File: config.mk
export PLATFORM = sky130hd
export DESIGN_NAME = amis_top
export DESIGN_NICKNAME = d
export VERILOG_FILES = /design/src/verilog/amis_pkg.sv /design/src/verilog/amis_top.sv
export SDC_FILE = /design/constraint.sdc
export NUM_CORES = 1
export LEC_CHECK = 0
export BUFFER_PORTS_ARGS = -buffer_cell sky130_fd_sc_hd__buf_2
export CAP_MARGIN = 5
export CELL_PAD_IN_SITES_DETAIL_PLACEMENT = 1
export CELL_PAD_IN_SITES_GLOBAL_PLACEMENT = 1
export CORE_MARGIN = 5
export CORE_UTILIZATION = 40
export DETAILED_ROUTE_END_ITERATION = 7
export PLACE_DENSITY = 0.81
export SETUP_SLACK_MARGIN = 0.1
export SKIP_CTS_REPAIR_TIMING = 1
export SYNTH_ARGS = -nofsm -noshare
export SYNTH_HDL_FRONTEND = slang
export SYNTH_SLANG_ARGS = --single-unit
File: constraint.sdc
create_clock -name clk_i -period 3.6 [get_ports clk_i]
set_input_delay 0.18 -clock clk_i [delete_from_list [all_inputs] [get_ports clk_i]]
set_output_delay 0.18 -clock clk_i [all_outputs]
set_load 0.02 [all_outputs]
File: src/verilog/amis_pkg.sv
// Constants and types for the converter mode and input setup block
package amis_pkg;
  // ====================================================================
  // Register offsets
  localparam logic [7:0]  REG_RESET_OFS    = 8'h00;
  localparam logic [7:0]  REG_POWER_OFS    = 8'h0f;
  localparam logic [7:0]  REG_MODE_OFS     = 8'h31;
  localparam logic [7:0]  REG_SEL_A_OFS    = 8'h3a;
  localparam logic [7:0]  REG_SEL_B_OFS    = 8'h3b;
  localparam logic [7:0]  REG_PHASE_OFS    = 8'h42;
  // ====================================================================
  // Command values
  localparam logic [15:0] SOFT_RESET_VAL   = 16'h0001;
  localparam logic [15:0] POWER_ACTIVE_VAL = 16'h0000;
  localparam logic [15:0] POWER_DOWN_VAL   = 16'h0200;
  localparam logic [15:0] MODE_SINGLE_VAL  = 16'h0001;
  localparam logic [15:0] MODE_DUAL_VAL    = 16'h0102;
  localparam logic [15:0] MODE_QUAD_VAL    = 16'h0204;
  // ====================================================================
  // Reset values
  localparam logic [15:0] POWER_RST        = 16'h0000;
  localparam logic [15:0] MODE_RST         = 16'h0001;
  localparam logic [15:0] SEL_RST          = 16'h0202;
  localparam logic [15:0] PHASE_RST        = 16'h0000;
  // ====================================================================
  // One-hot input codes
  localparam logic [7:0]  IN_ONE_CODE      = 8'h02;
  localparam logic [7:0]  IN_TWO_CODE      = 8'h04;
  localparam logic [7:0]  IN_THREE_CODE    = 8'h08;
  localparam logic [7:0]  IN_FOUR_CODE     = 8'h10;
  localparam int          SPI_CMD_BITS     = 24;

  typedef enum logic [1:0] {
    AMIS_SINGLE = 2'b00,
    AMIS_DUAL   = 2'b01,
    AMIS_QUAD   = 2'b10,
    AMIS_BAD    = 2'b11
  } amis_mode_t;

  typedef struct packed {
    logic [7:0]  addr;
    logic [15:0] data;
  } amis_cmd_t;

  // Per converter channel route: one-hot over four analog inputs
  typedef struct packed {
    logic [3:0] ch4;
    logic [3:0] ch3;
    logic [3:0] ch2;
    logic [3:0] ch1;
  } amis_route_t;
endpackage

File: src/verilog/amis_top.sv
// Mode, clock divider, power-down and input routing control
`timescale 1ns/1ps
`default_nettype none
module amis_top
  import amis_pkg::*;
(
  // Clock and reset
  input  wire logic        clk_i,
  input  wire logic        rst_i,
  // Device pins
  input  wire logic        active_low_reset_pin_i,
  input  wire logic        power_down_pin_i,
  // Serial control port (mode 0, msb first, read on 0x80 address bit)
  input  wire logic        spi_csn_i,
  input  wire logic        spi_sclk_i,
  input  wire logic        spi_mosi_i,
  output logic             spi_miso_o,
  // Converter controls
  output logic             powered_down_o,
  output amis_mode_t       mode_o,
  output logic [2:0]       clk_div_o,
  output logic             sample_en_o,
  output amis_route_t      route_o,
  output logic [15:0]      bit_clock_phase_o
);
  // ====================================================================
  // Pin synchronisers: three stages, change accepted when 2 and 3 agree
  logic [2:0] rstn_sync, pd_sync, csn_sync, sclk_sync, mosi_sync;
  logic       rstn_q, pd_q, csn_q, sclk_q, mosi_q, sclk_prev;
  always_ff @(posedge clk_i) begin
    if (rst_i) begin
      rstn_sync <= 3'b111;
      pd_sync   <= 3'b000;
      csn_sync  <= 3'b111;
      sclk_sync <= 3'b000;
      mosi_sync <= 3'b000;
    end else begin
      rstn_sync <= {rstn_sync[1:0], active_low_reset_pin_i};
      pd_sync   <= {pd_sync[1:0], power_down_pin_i};
      csn_sync  <= {csn_sync[1:0], spi_csn_i};
      sclk_sync <= {sclk_sync[1:0], spi_sclk_i};
      mosi_sync <= {mosi_sync[1:0], spi_mosi_i};
    end
  end
  always_ff @(posedge clk_i) begin
    if (rst_i) begin
      rstn_q    <= 1'b1;
      pd_q      <= 1'b0;
      csn_q     <= 1'b1;
      sclk_q    <= 1'b0;
      mosi_q    <= 1'b0;
      sclk_prev <= 1'b0;
    end else begin
      if (rstn_sync[2] == rstn_sync[1]) rstn_q <= rstn_sync[2];
      if (pd_sync[2] == pd_sync[1]) pd_q <= pd_sync[2];
      if (csn_sync[2] == csn_sync[1]) csn_q <= csn_sync[2];
      if (sclk_sync[2] == sclk_sync[1]) sclk_q <= sclk_sync[2];
      if (mosi_sync[2] == mosi_sync[1]) mosi_q <= mosi_sync[2];
      sclk_prev <= sclk_q;
    end
  end
  // ====================================================================
  // Serial command shifter
  logic        sclk_rise, sclk_fall;
  logic [4:0]  bit_cnt_reg;
  amis_cmd_t   cmd_reg;
  logic        wr_stb;
  logic [15:0] rd_shift_reg;
  logic [15:0] rd_data;
  assign sclk_rise = sclk_q & ~sclk_prev & ~csn_q;
  assign sclk_fall = ~sclk_q & sclk_prev & ~csn_q;
  logic        last_bit_reg;
  // Write fires the cycle after the last bit lands, so the whole word is in
  assign wr_stb = last_bit_reg & ~cmd_reg.addr[7];
  always_ff @(posedge clk_i) begin
    if (rst_i || csn_q) begin
      bit_cnt_reg <= 5'h00;
      cmd_reg     <= '0;
    end else if (sclk_rise && bit_cnt_reg != 5'(SPI_CMD_BITS)) begin
      bit_cnt_reg <= bit_cnt_reg + 5'h01;
      cmd_reg     <= {cmd_reg[22:0], mosi_q};
    end
  end
  always_ff @(posedge clk_i) begin
    if (rst_i || csn_q) begin
      last_bit_reg <= 1'b0;
    end else begin
      last_bit_reg <= sclk_rise & (bit_cnt_reg == 5'(SPI_CMD_BITS - 1));
    end
  end
  always_ff @(posedge clk_i) begin
    if (rst_i || csn_q) begin
      rd_shift_reg <= 16'h0000;
    end else if (sclk_fall && bit_cnt_reg == 5'h08) begin
      rd_shift_reg <= cmd_reg[7] ? rd_data : 16'h0000;
    end else if (sclk_fall && bit_cnt_reg > 5'h08) begin
      rd_shift_reg <= {rd_shift_reg[14:0], 1'b0};
    end
  end
  // Read-back drives miso from a flip-flop; address bit 7 requests reads
  always_ff @(posedge clk_i) begin
    if (rst_i) spi_miso_o <= 1'b0;
    else spi_miso_o <= rd_shift_reg[15];
  end
  // ====================================================================
  // Register file
  logic [15:0] power_control_reg, mode_and_clock_divider_reg;
  logic [15:0] input_select_first_reg, input_select_second_reg;
  logic [15:0] output_bit_clock_phase_reg;
  logic        soft_reset, dev_reset;
  logic [7:0]  wr_addr;
  assign wr_addr    = {1'b0, cmd_reg.addr[6:0]};
  assign soft_reset = wr_stb & (wr_addr == REG_RESET_OFS)
                      & (cmd_reg.data == SOFT_RESET_VAL);
  assign dev_reset  = rst_i | ~rstn_q;
  always_ff @(posedge clk_i) begin
    if (dev_reset || soft_reset) begin
      power_control_reg          <= POWER_RST;
      mode_and_clock_divider_reg <= MODE_RST;
      input_select_first_reg     <= SEL_RST;
      input_select_second_reg    <= SEL_RST;
      output_bit_clock_phase_reg <= PHASE_RST;
    end else if (wr_stb) begin
      case (wr_addr)
        REG_POWER_OFS: power_control_reg          <= cmd_reg.data;
        REG_MODE_OFS:  mode_and_clock_divider_reg <= cmd_reg.data;
        REG_SEL_A_OFS: input_select_first_reg     <= cmd_reg.data;
        REG_SEL_B_OFS: input_select_second_reg    <= cmd_reg.data;
        REG_PHASE_OFS: output_bit_clock_phase_reg <= cmd_reg.data;
        default:       ;
      endcase
    end
  end
  always_comb begin
    // Address still sits in the low byte when read data is loaded
    case ({1'b0, cmd_reg[6:0]})
      REG_POWER_OFS: rd_data = power_control_reg;
      REG_MODE_OFS:  rd_data = mode_and_clock_divider_reg;
      REG_SEL_A_OFS: rd_data = input_select_first_reg;
      REG_SEL_B_OFS: rd_data = input_select_second_reg;
      REG_PHASE_OFS: rd_data = output_bit_clock_phase_reg;
      default:       rd_data = 16'h0000;
    endcase
  end
  // ====================================================================
  // Power-down: pin high or register value forces it
  assign powered_down_o = pd_q | (power_control_reg == POWER_DOWN_VAL);
  assign bit_clock_phase_o = output_bit_clock_phase_reg;
  // ====================================================================
  // Mode decode; the mode is latched only while powered down, since the
  // internal synchronisation cannot follow a change while sampling
  amis_mode_t mode_dec;
  always_comb begin
    case (mode_and_clock_divider_reg)
      MODE_SINGLE_VAL: mode_dec = AMIS_SINGLE;
      MODE_DUAL_VAL:   mode_dec = AMIS_DUAL;
      MODE_QUAD_VAL:   mode_dec = AMIS_QUAD;
      default:         mode_dec = AMIS_BAD;
    endcase
  end
  always_ff @(posedge clk_i) begin
    if (dev_reset || soft_reset) begin
      mode_o    <= AMIS_SINGLE;
      clk_div_o <= 3'h1;
    end else if (powered_down_o) begin
      mode_o    <= mode_dec;
      clk_div_o <= mode_and_clock_divider_reg[2:0];
    end
  end
  // ====================================================================
  // Sample enable divider; every step counts rising clock edges only
  // and needs no clock-format setting
  logic [2:0] div_cnt_reg;
  always_ff @(posedge clk_i) begin
    if (dev_reset || soft_reset || powered_down_o) begin
      div_cnt_reg <= 3'h0;
      sample_en_o <= 1'b0;
    end else if (div_cnt_reg + 3'h1 >= clk_div_o) begin
      div_cnt_reg <= 3'h0;
      sample_en_o <= 1'b1;
    end else begin
      div_cnt_reg <= div_cnt_reg + 3'h1;
      sample_en_o <= 1'b0;
    end
  end
  // ====================================================================
  // Routing: applied at once, no power-down needed
  always_ff @(posedge clk_i) begin
    if (dev_reset || soft_reset) begin
      route_o <= '0;
    end else begin
      case (mode_o)
        AMIS_SINGLE: begin
          route_o.ch1 <= input_select_first_reg[4:1];
          route_o.ch2 <= 4'h0;
          route_o.ch3 <= 4'h0;
          route_o.ch4 <= 4'h0;
        end
        AMIS_DUAL: begin
          route_o.ch1 <= input_select_first_reg[4:1];
          route_o.ch2 <= input_select_second_reg[4:1];
          route_o.ch3 <= 4'h0;
          route_o.ch4 <= 4'h0;
        end
        AMIS_QUAD: begin
          route_o.ch1 <= input_select_first_reg[12:9];
          route_o.ch2 <= input_select_first_reg[4:1];
          route_o.ch3 <= input_select_second_reg[12:9];
          route_o.ch4 <= input_select_second_reg[4:1];
        end
        default: route_o <= '0;
      endcase
    end
  end
endmodule
`default_nettype wire

==> impl_summary.txt <==
----------------------------------------------------
[Drt]
  Routed vias ... roughly 5800
  Number of DRC violations after detailed-routing iteration 0 ... 350
  Routed vias/inst ... roughly 5.6
  Per-cell routed wire length ... ~19 µm
  DRC violation count after routing ... 0
  Post-DRT Antenna Nets ... 0
  Length of the first detailed-routing pass in iterations ... 5
  Drt total wl ... 20050 µm

[Pwr]
  Peak VDD IR ... 0.3788 mV
  Leakage ... 0.002949 µW
  Pwr per Cell Area ... 473.3 nW/µm²
  Sum of internal, switching and leakage power ... roughly 3700 µW

[Floorplan]
  Die area ... approximately 20000 µm²
  Floorplan Core Area ... 17180 µm²
  Boundary pin count ... 47
  Die height ... 142.1 µm
  Starting density of the core ... 0.4061
  Row count ... 48
  Die Wd ... 142.1 µm

[Worst setup path]
  Cell with the biggest individual delay on the critical path ... sky130_fd_sc_hd__o41ai_4
  Cells on worst reg2reg path ... 5
  FF-to-FF Start ... cmd_reg[6]$_SDFFE_PP0P_
  Family with the most delay on the worst path ... compound AO/OA/AOI/OAI gates
  Startpoint class of the critical path ... flip-flop
  Arrival time at the worst endpoint ... 2930 ps
  Critical path start-end classification ... reg -> reg
  Worst path buffer plus inverter count ... 0
  Critical path capture point ... rd_shift_reg[15]$_SDFFE_PP0P_
  CP Capture Type ... flip-flop
  Number of gates on the worst path with buffers counted ... 5
  CP max stage delay ... 970 ps
  Crit-path cells ... and3b_1 > and3_1 > o41ai_4 > a21oi_1 > o21a_1
  Maximum fanout along the worst path ... 17
  Reg2Reg Capture Point ... rd_shift_reg[15]$_SDFFE_PP0P_
  Setup slack of the most critical reg-to-reg path ... just over 1000 ps
  CP Data Required Time ... 3930 ps
  Worst setup path startpoint ... cmd_reg[6]$_SDFFE_PP0P_

[Timing]
  Normalized max-slew margin ... 0.2069
  Min setup slack post-route ... 1006 ps
  Final-layout setup total negative slack ... 0 ps
  Share of the clock period used by the worst path after layout ... 0.7205
  Measured slew at the worst slew-check pin ... 1182 ps
  Count of endpoints failing hold in the final timing report ... 0
  Final setup violation count ... 0
  Unrepaired setup endpoints after global routing ... false
  Max Transition Viols Final ... 0
  Crit path time final ... 2594 ps
  Setup skew after layout ... 13.12 ps
  Timing-limited maximum frequency ... between 300 and 400 MHz

[CTS]
  CTS tree ... yes
  Number of CTS-inserted buffers ... 17
  H-tree depth reported by CTS ... 4
  Clock tree root buffer cell ... sky130_fd_sc_hd__clkbuf_16
  CTS max path bufs ... 2
  Num Clock Sinks ... approximately 170
  Later-pin clock latency in the skew report ... ~440 ps
  Clock transition time at the flip-flop clock pins of the worst setup and hold paths ... about 70 ps

[Synth]
  Synthesized area ... 6975 µm²
  Prevailing post-synth register cell ... sky130_fd_sc_hd__dfxtp_1
  Number of enable flip-flop cells after synthesis ... 0
  Post-synthesis cell count ... a little under 800
  Yosys reg bits ... 173
  Post-synth top area share ... 0.4965
  Sequential cell area fraction in the yosys report ... 0.4965
  Share of synthesized cell area in and, or, nand and nor gates ... 0.1817
  Most area-consuming cells after synthesis ... sky130_fd_sc_hd__dfxtp_1 50%, sky130_fd_sc_hd__mux2i_1 7.3%, sky130_fd_sc_hd__nand2_1 7.2%
  Xor-xnor portion of the synthesized cell area ... 0.005022
  Synthesis warning total ... 0
  Yosys top cell by area ... sky130_fd_sc_hd__dfxtp_1
  Arithmetic-cell share of the synthesized area counting full adders, half adders and majority gates ... 0.01076
  Share of synthesized area spent on multiplexers ... 0.09901
  Post-Syn Nets ... 794
  Fraction of registers with async set/reset ... 0
  Compound-Gate Fraction of Synth Area ... 0.1591
  Main combinational cell family by area after synthesis ... simple AND/OR/NAND/NOR gates
  Syn_area_per_cell ... 8.931 µm²
  Distinct cells, synth ... 45

[Placed design]
  Buffers on Ports ... 46
  Area post-placement ... 7261 µm²
  DP Cell Count ... 1000
  Routability congestion estimate from global placement ... 0.9072
  Total half-perimeter wirelength after legalization and detailed placement ... 13490 µm
  Setup slack at placement ... 1059 ps

[Hold path]
  Hold/Removal Path Class ... in -> reg

[Layout]
  Area growth from synthesis to final layout ... 12.74%
  Register area ... 3463 µm²
  N_diodes ... 0
  Number of nets in the layout ... 812
  Filler Cell Count ... 2057
  Final non-filler cell area ... 7864 µm²
  Area of combinational cells with multiple inputs ... approximately 3200 µm²
  Post-route insts no fill ... 1036
  Number of flip-flops in the largest register ... 24
  Share of cells above drive strength 1 ... 0.1381

[Global routing]
  Remaining global-route overflow ... 0
  Largest net degree at the start of global routing ... 67
  Initial antenna violation count ... 0
  GRT Resource Usage Total ... 0.2016
  Global-route wire length before repair ... 31700 µm
  Vias in the first global route ... ~6000

[Run status]
  Result of the run ... finished clean

[Run]
  Max-capacitance violation count ... 0

----------------------------------------------------
layer usage:
| layer | track usage | vias up | wire length (µm) |
|---|---|---|---|
| met5 | 0 | - | 0 |
| met4 | 0.09394 | 0 | 493 |
| met3 | 0.04032 | 30 | 1137 |
| met2 | 0.3322 | 146 | 9694 |
| met1 | 0.2541 | 2899 | 8720 |
| li1 | - | 2717 | - |
layout make-up:
class,instances,share of cell area
multi-input cells,539,0.4043
clock buffers,21,0.05855
well taps,225,0.03580
clock inverters,10,0.01177
flip-flops and latches,173,0.4404
repair buffers,59,0.04487
inverters,9,0.004296
logic make-up (layout without fill, tap and decap cells):
kind of cell | after synthesis | in the layout
AO/OA/AOI/OAI | 182 | 182
adder cells (fa/ha/maj) | 6 | 6
XOR/XNOR | 4 | 4
buffers and inverters | 69 | 99
AND/OR/NAND/NOR | 280 | 280
flip-flops | 173 | 173
multiplexers | 67 | 67
how the worst min path moves through the flow:
stage	startpoint	end	slack, ps	depth (start not counted)
global route	rst_i	mosi_sync[2]$_SDFF_PP0_	160	2
detailed placement	active_low_reset_pin_i	rstn_sync[0]$_SDFF_PP1_	370	2
finish	rst_i	sclk_sync[2]$_SDFF_PP0_	140	2
CTS	active_low_reset_pin_i	rstn_sync[0]$_SDFF_PP1_	-80	2
floorplan	rst_i	sclk_prev$_SDFF_PP0_	250	1
global placement	active_low_reset_pin_i	rstn_sync[0]$_SDFF_PP1_	370	2
cells in the final DEF (no fill, tap or decap), types with 4 or more instances in the layout:
| master | netlist | layout |
|---|---|---|
| sky130_fd_sc_hd__a21o_1 | 17 | 17 |
| sky130_fd_sc_hd__a21oi_1 | 97 | 97 |
| sky130_fd_sc_hd__a22oi_1 | 38 | 38 |
| sky130_fd_sc_hd__and3_1 | 11 | 11 |
| sky130_fd_sc_hd__buf_2 | 20 | 46 |
| sky130_fd_sc_hd__buf_4 | 5 | 7 |
| sky130_fd_sc_hd__clkbuf_16 | 0 | 17 |
| sky130_fd_sc_hd__clkinv_2 | 0 | 4 |
| sky130_fd_sc_hd__clkinv_4 | 0 | 4 |
| sky130_fd_sc_hd__dfxtp_1 | 173 | 173 |
| sky130_fd_sc_hd__dlygate4sd3_1 | 0 | 5 |
| sky130_fd_sc_hd__ha_1 | 6 | 6 |
| sky130_fd_sc_hd__inv_1 | 9 | 9 |
| sky130_fd_sc_hd__mux2_2 | 16 | 16 |
| sky130_fd_sc_hd__mux2i_1 | 51 | 51 |
| sky130_fd_sc_hd__nand2_1 | 133 | 133 |
| sky130_fd_sc_hd__nand3_1 | 5 | 5 |
| sky130_fd_sc_hd__nor2_1 | 73 | 73 |
| sky130_fd_sc_hd__nor2b_1 | 14 | 14 |
| sky130_fd_sc_hd__nor3_1 | 6 | 6 |
| sky130_fd_sc_hd__nor4_1 | 7 | 7 |
| sky130_fd_sc_hd__nor4b_1 | 4 | 4 |
| sky130_fd_sc_hd__o21ai_0 | 17 | 17 |
| sky130_fd_sc_hd__or2_2 | 8 | 8 |
synth_stat cells, types with 2 or more instances:
library cell,n
sky130_fd_sc_hd__a221oi_1,2
sky130_fd_sc_hd__nor2_1,73
sky130_fd_sc_hd__and4_1,2
sky130_fd_sc_hd__nor4_1,7
sky130_fd_sc_hd__or3_1,2
sky130_fd_sc_hd__mux2_2,16
sky130_fd_sc_hd__mux2i_1,51
sky130_fd_sc_hd__xor2_1,3
sky130_fd_sc_hd__ha_1,6
sky130_fd_sc_hd__o21bai_1,2
sky130_fd_sc_hd__and3_1,11
sky130_fd_sc_hd__o21a_1,2
sky130_fd_sc_hd__and3b_1,2
sky130_fd_sc_hd__nor4b_1,4
sky130_fd_sc_hd__or4_1,2
sky130_fd_sc_hd__dfxtp_1,173
sky130_fd_sc_hd__and4b_1,3
sky130_fd_sc_hd__nand3_1,5
sky130_fd_sc_hd__or2_2,8
sky130_fd_sc_hd__a41oi_1,2
sky130_fd_sc_hd__o21ai_0,17
sky130_fd_sc_hd__buf_6,4
sky130_fd_sc_hd__a21oi_1,97
sky130_fd_sc_hd__a22oi_1,38
sky130_fd_sc_hd__clkbuf_1,30
sky130_fd_sc_hd__nor2b_1,14
sky130_fd_sc_hd__nand2b_1,3
sky130_fd_sc_hd__a21o_1,17
sky130_fd_sc_hd__nand2_1,133
sky130_fd_sc_hd__nor3_1,6
sky130_fd_sc_hd__inv_1,9
sky130_fd_sc_hd__buf_4,5
sky130_fd_sc_hd__buf_2,20
stage by stage:
stage,util,hold WS (ps)
after detailed placement,0.4227,369.8
after global routing,0.4578,162.2
after global placement,0.4227,368.5
final,0.4578,137.7
after CTS,0.4549,-83.80
after floorplan,-,251.6
power breakdown:
| group | switching, µW | total [µW] | internal, µW | leakage (µW) |
|---|---|---|---|---|
| logic | 30.3 | 46.5 | 16.2 | 0.00128 |
| registers | 2.89 | 1920 | 1920 | 0.00140 |
| clock network | 767 | 1750 | 984 | 0.000273 |
| total | 800 | 3720 | 2920 | 0.00295 |
Power figures use the tool's default switching activity.
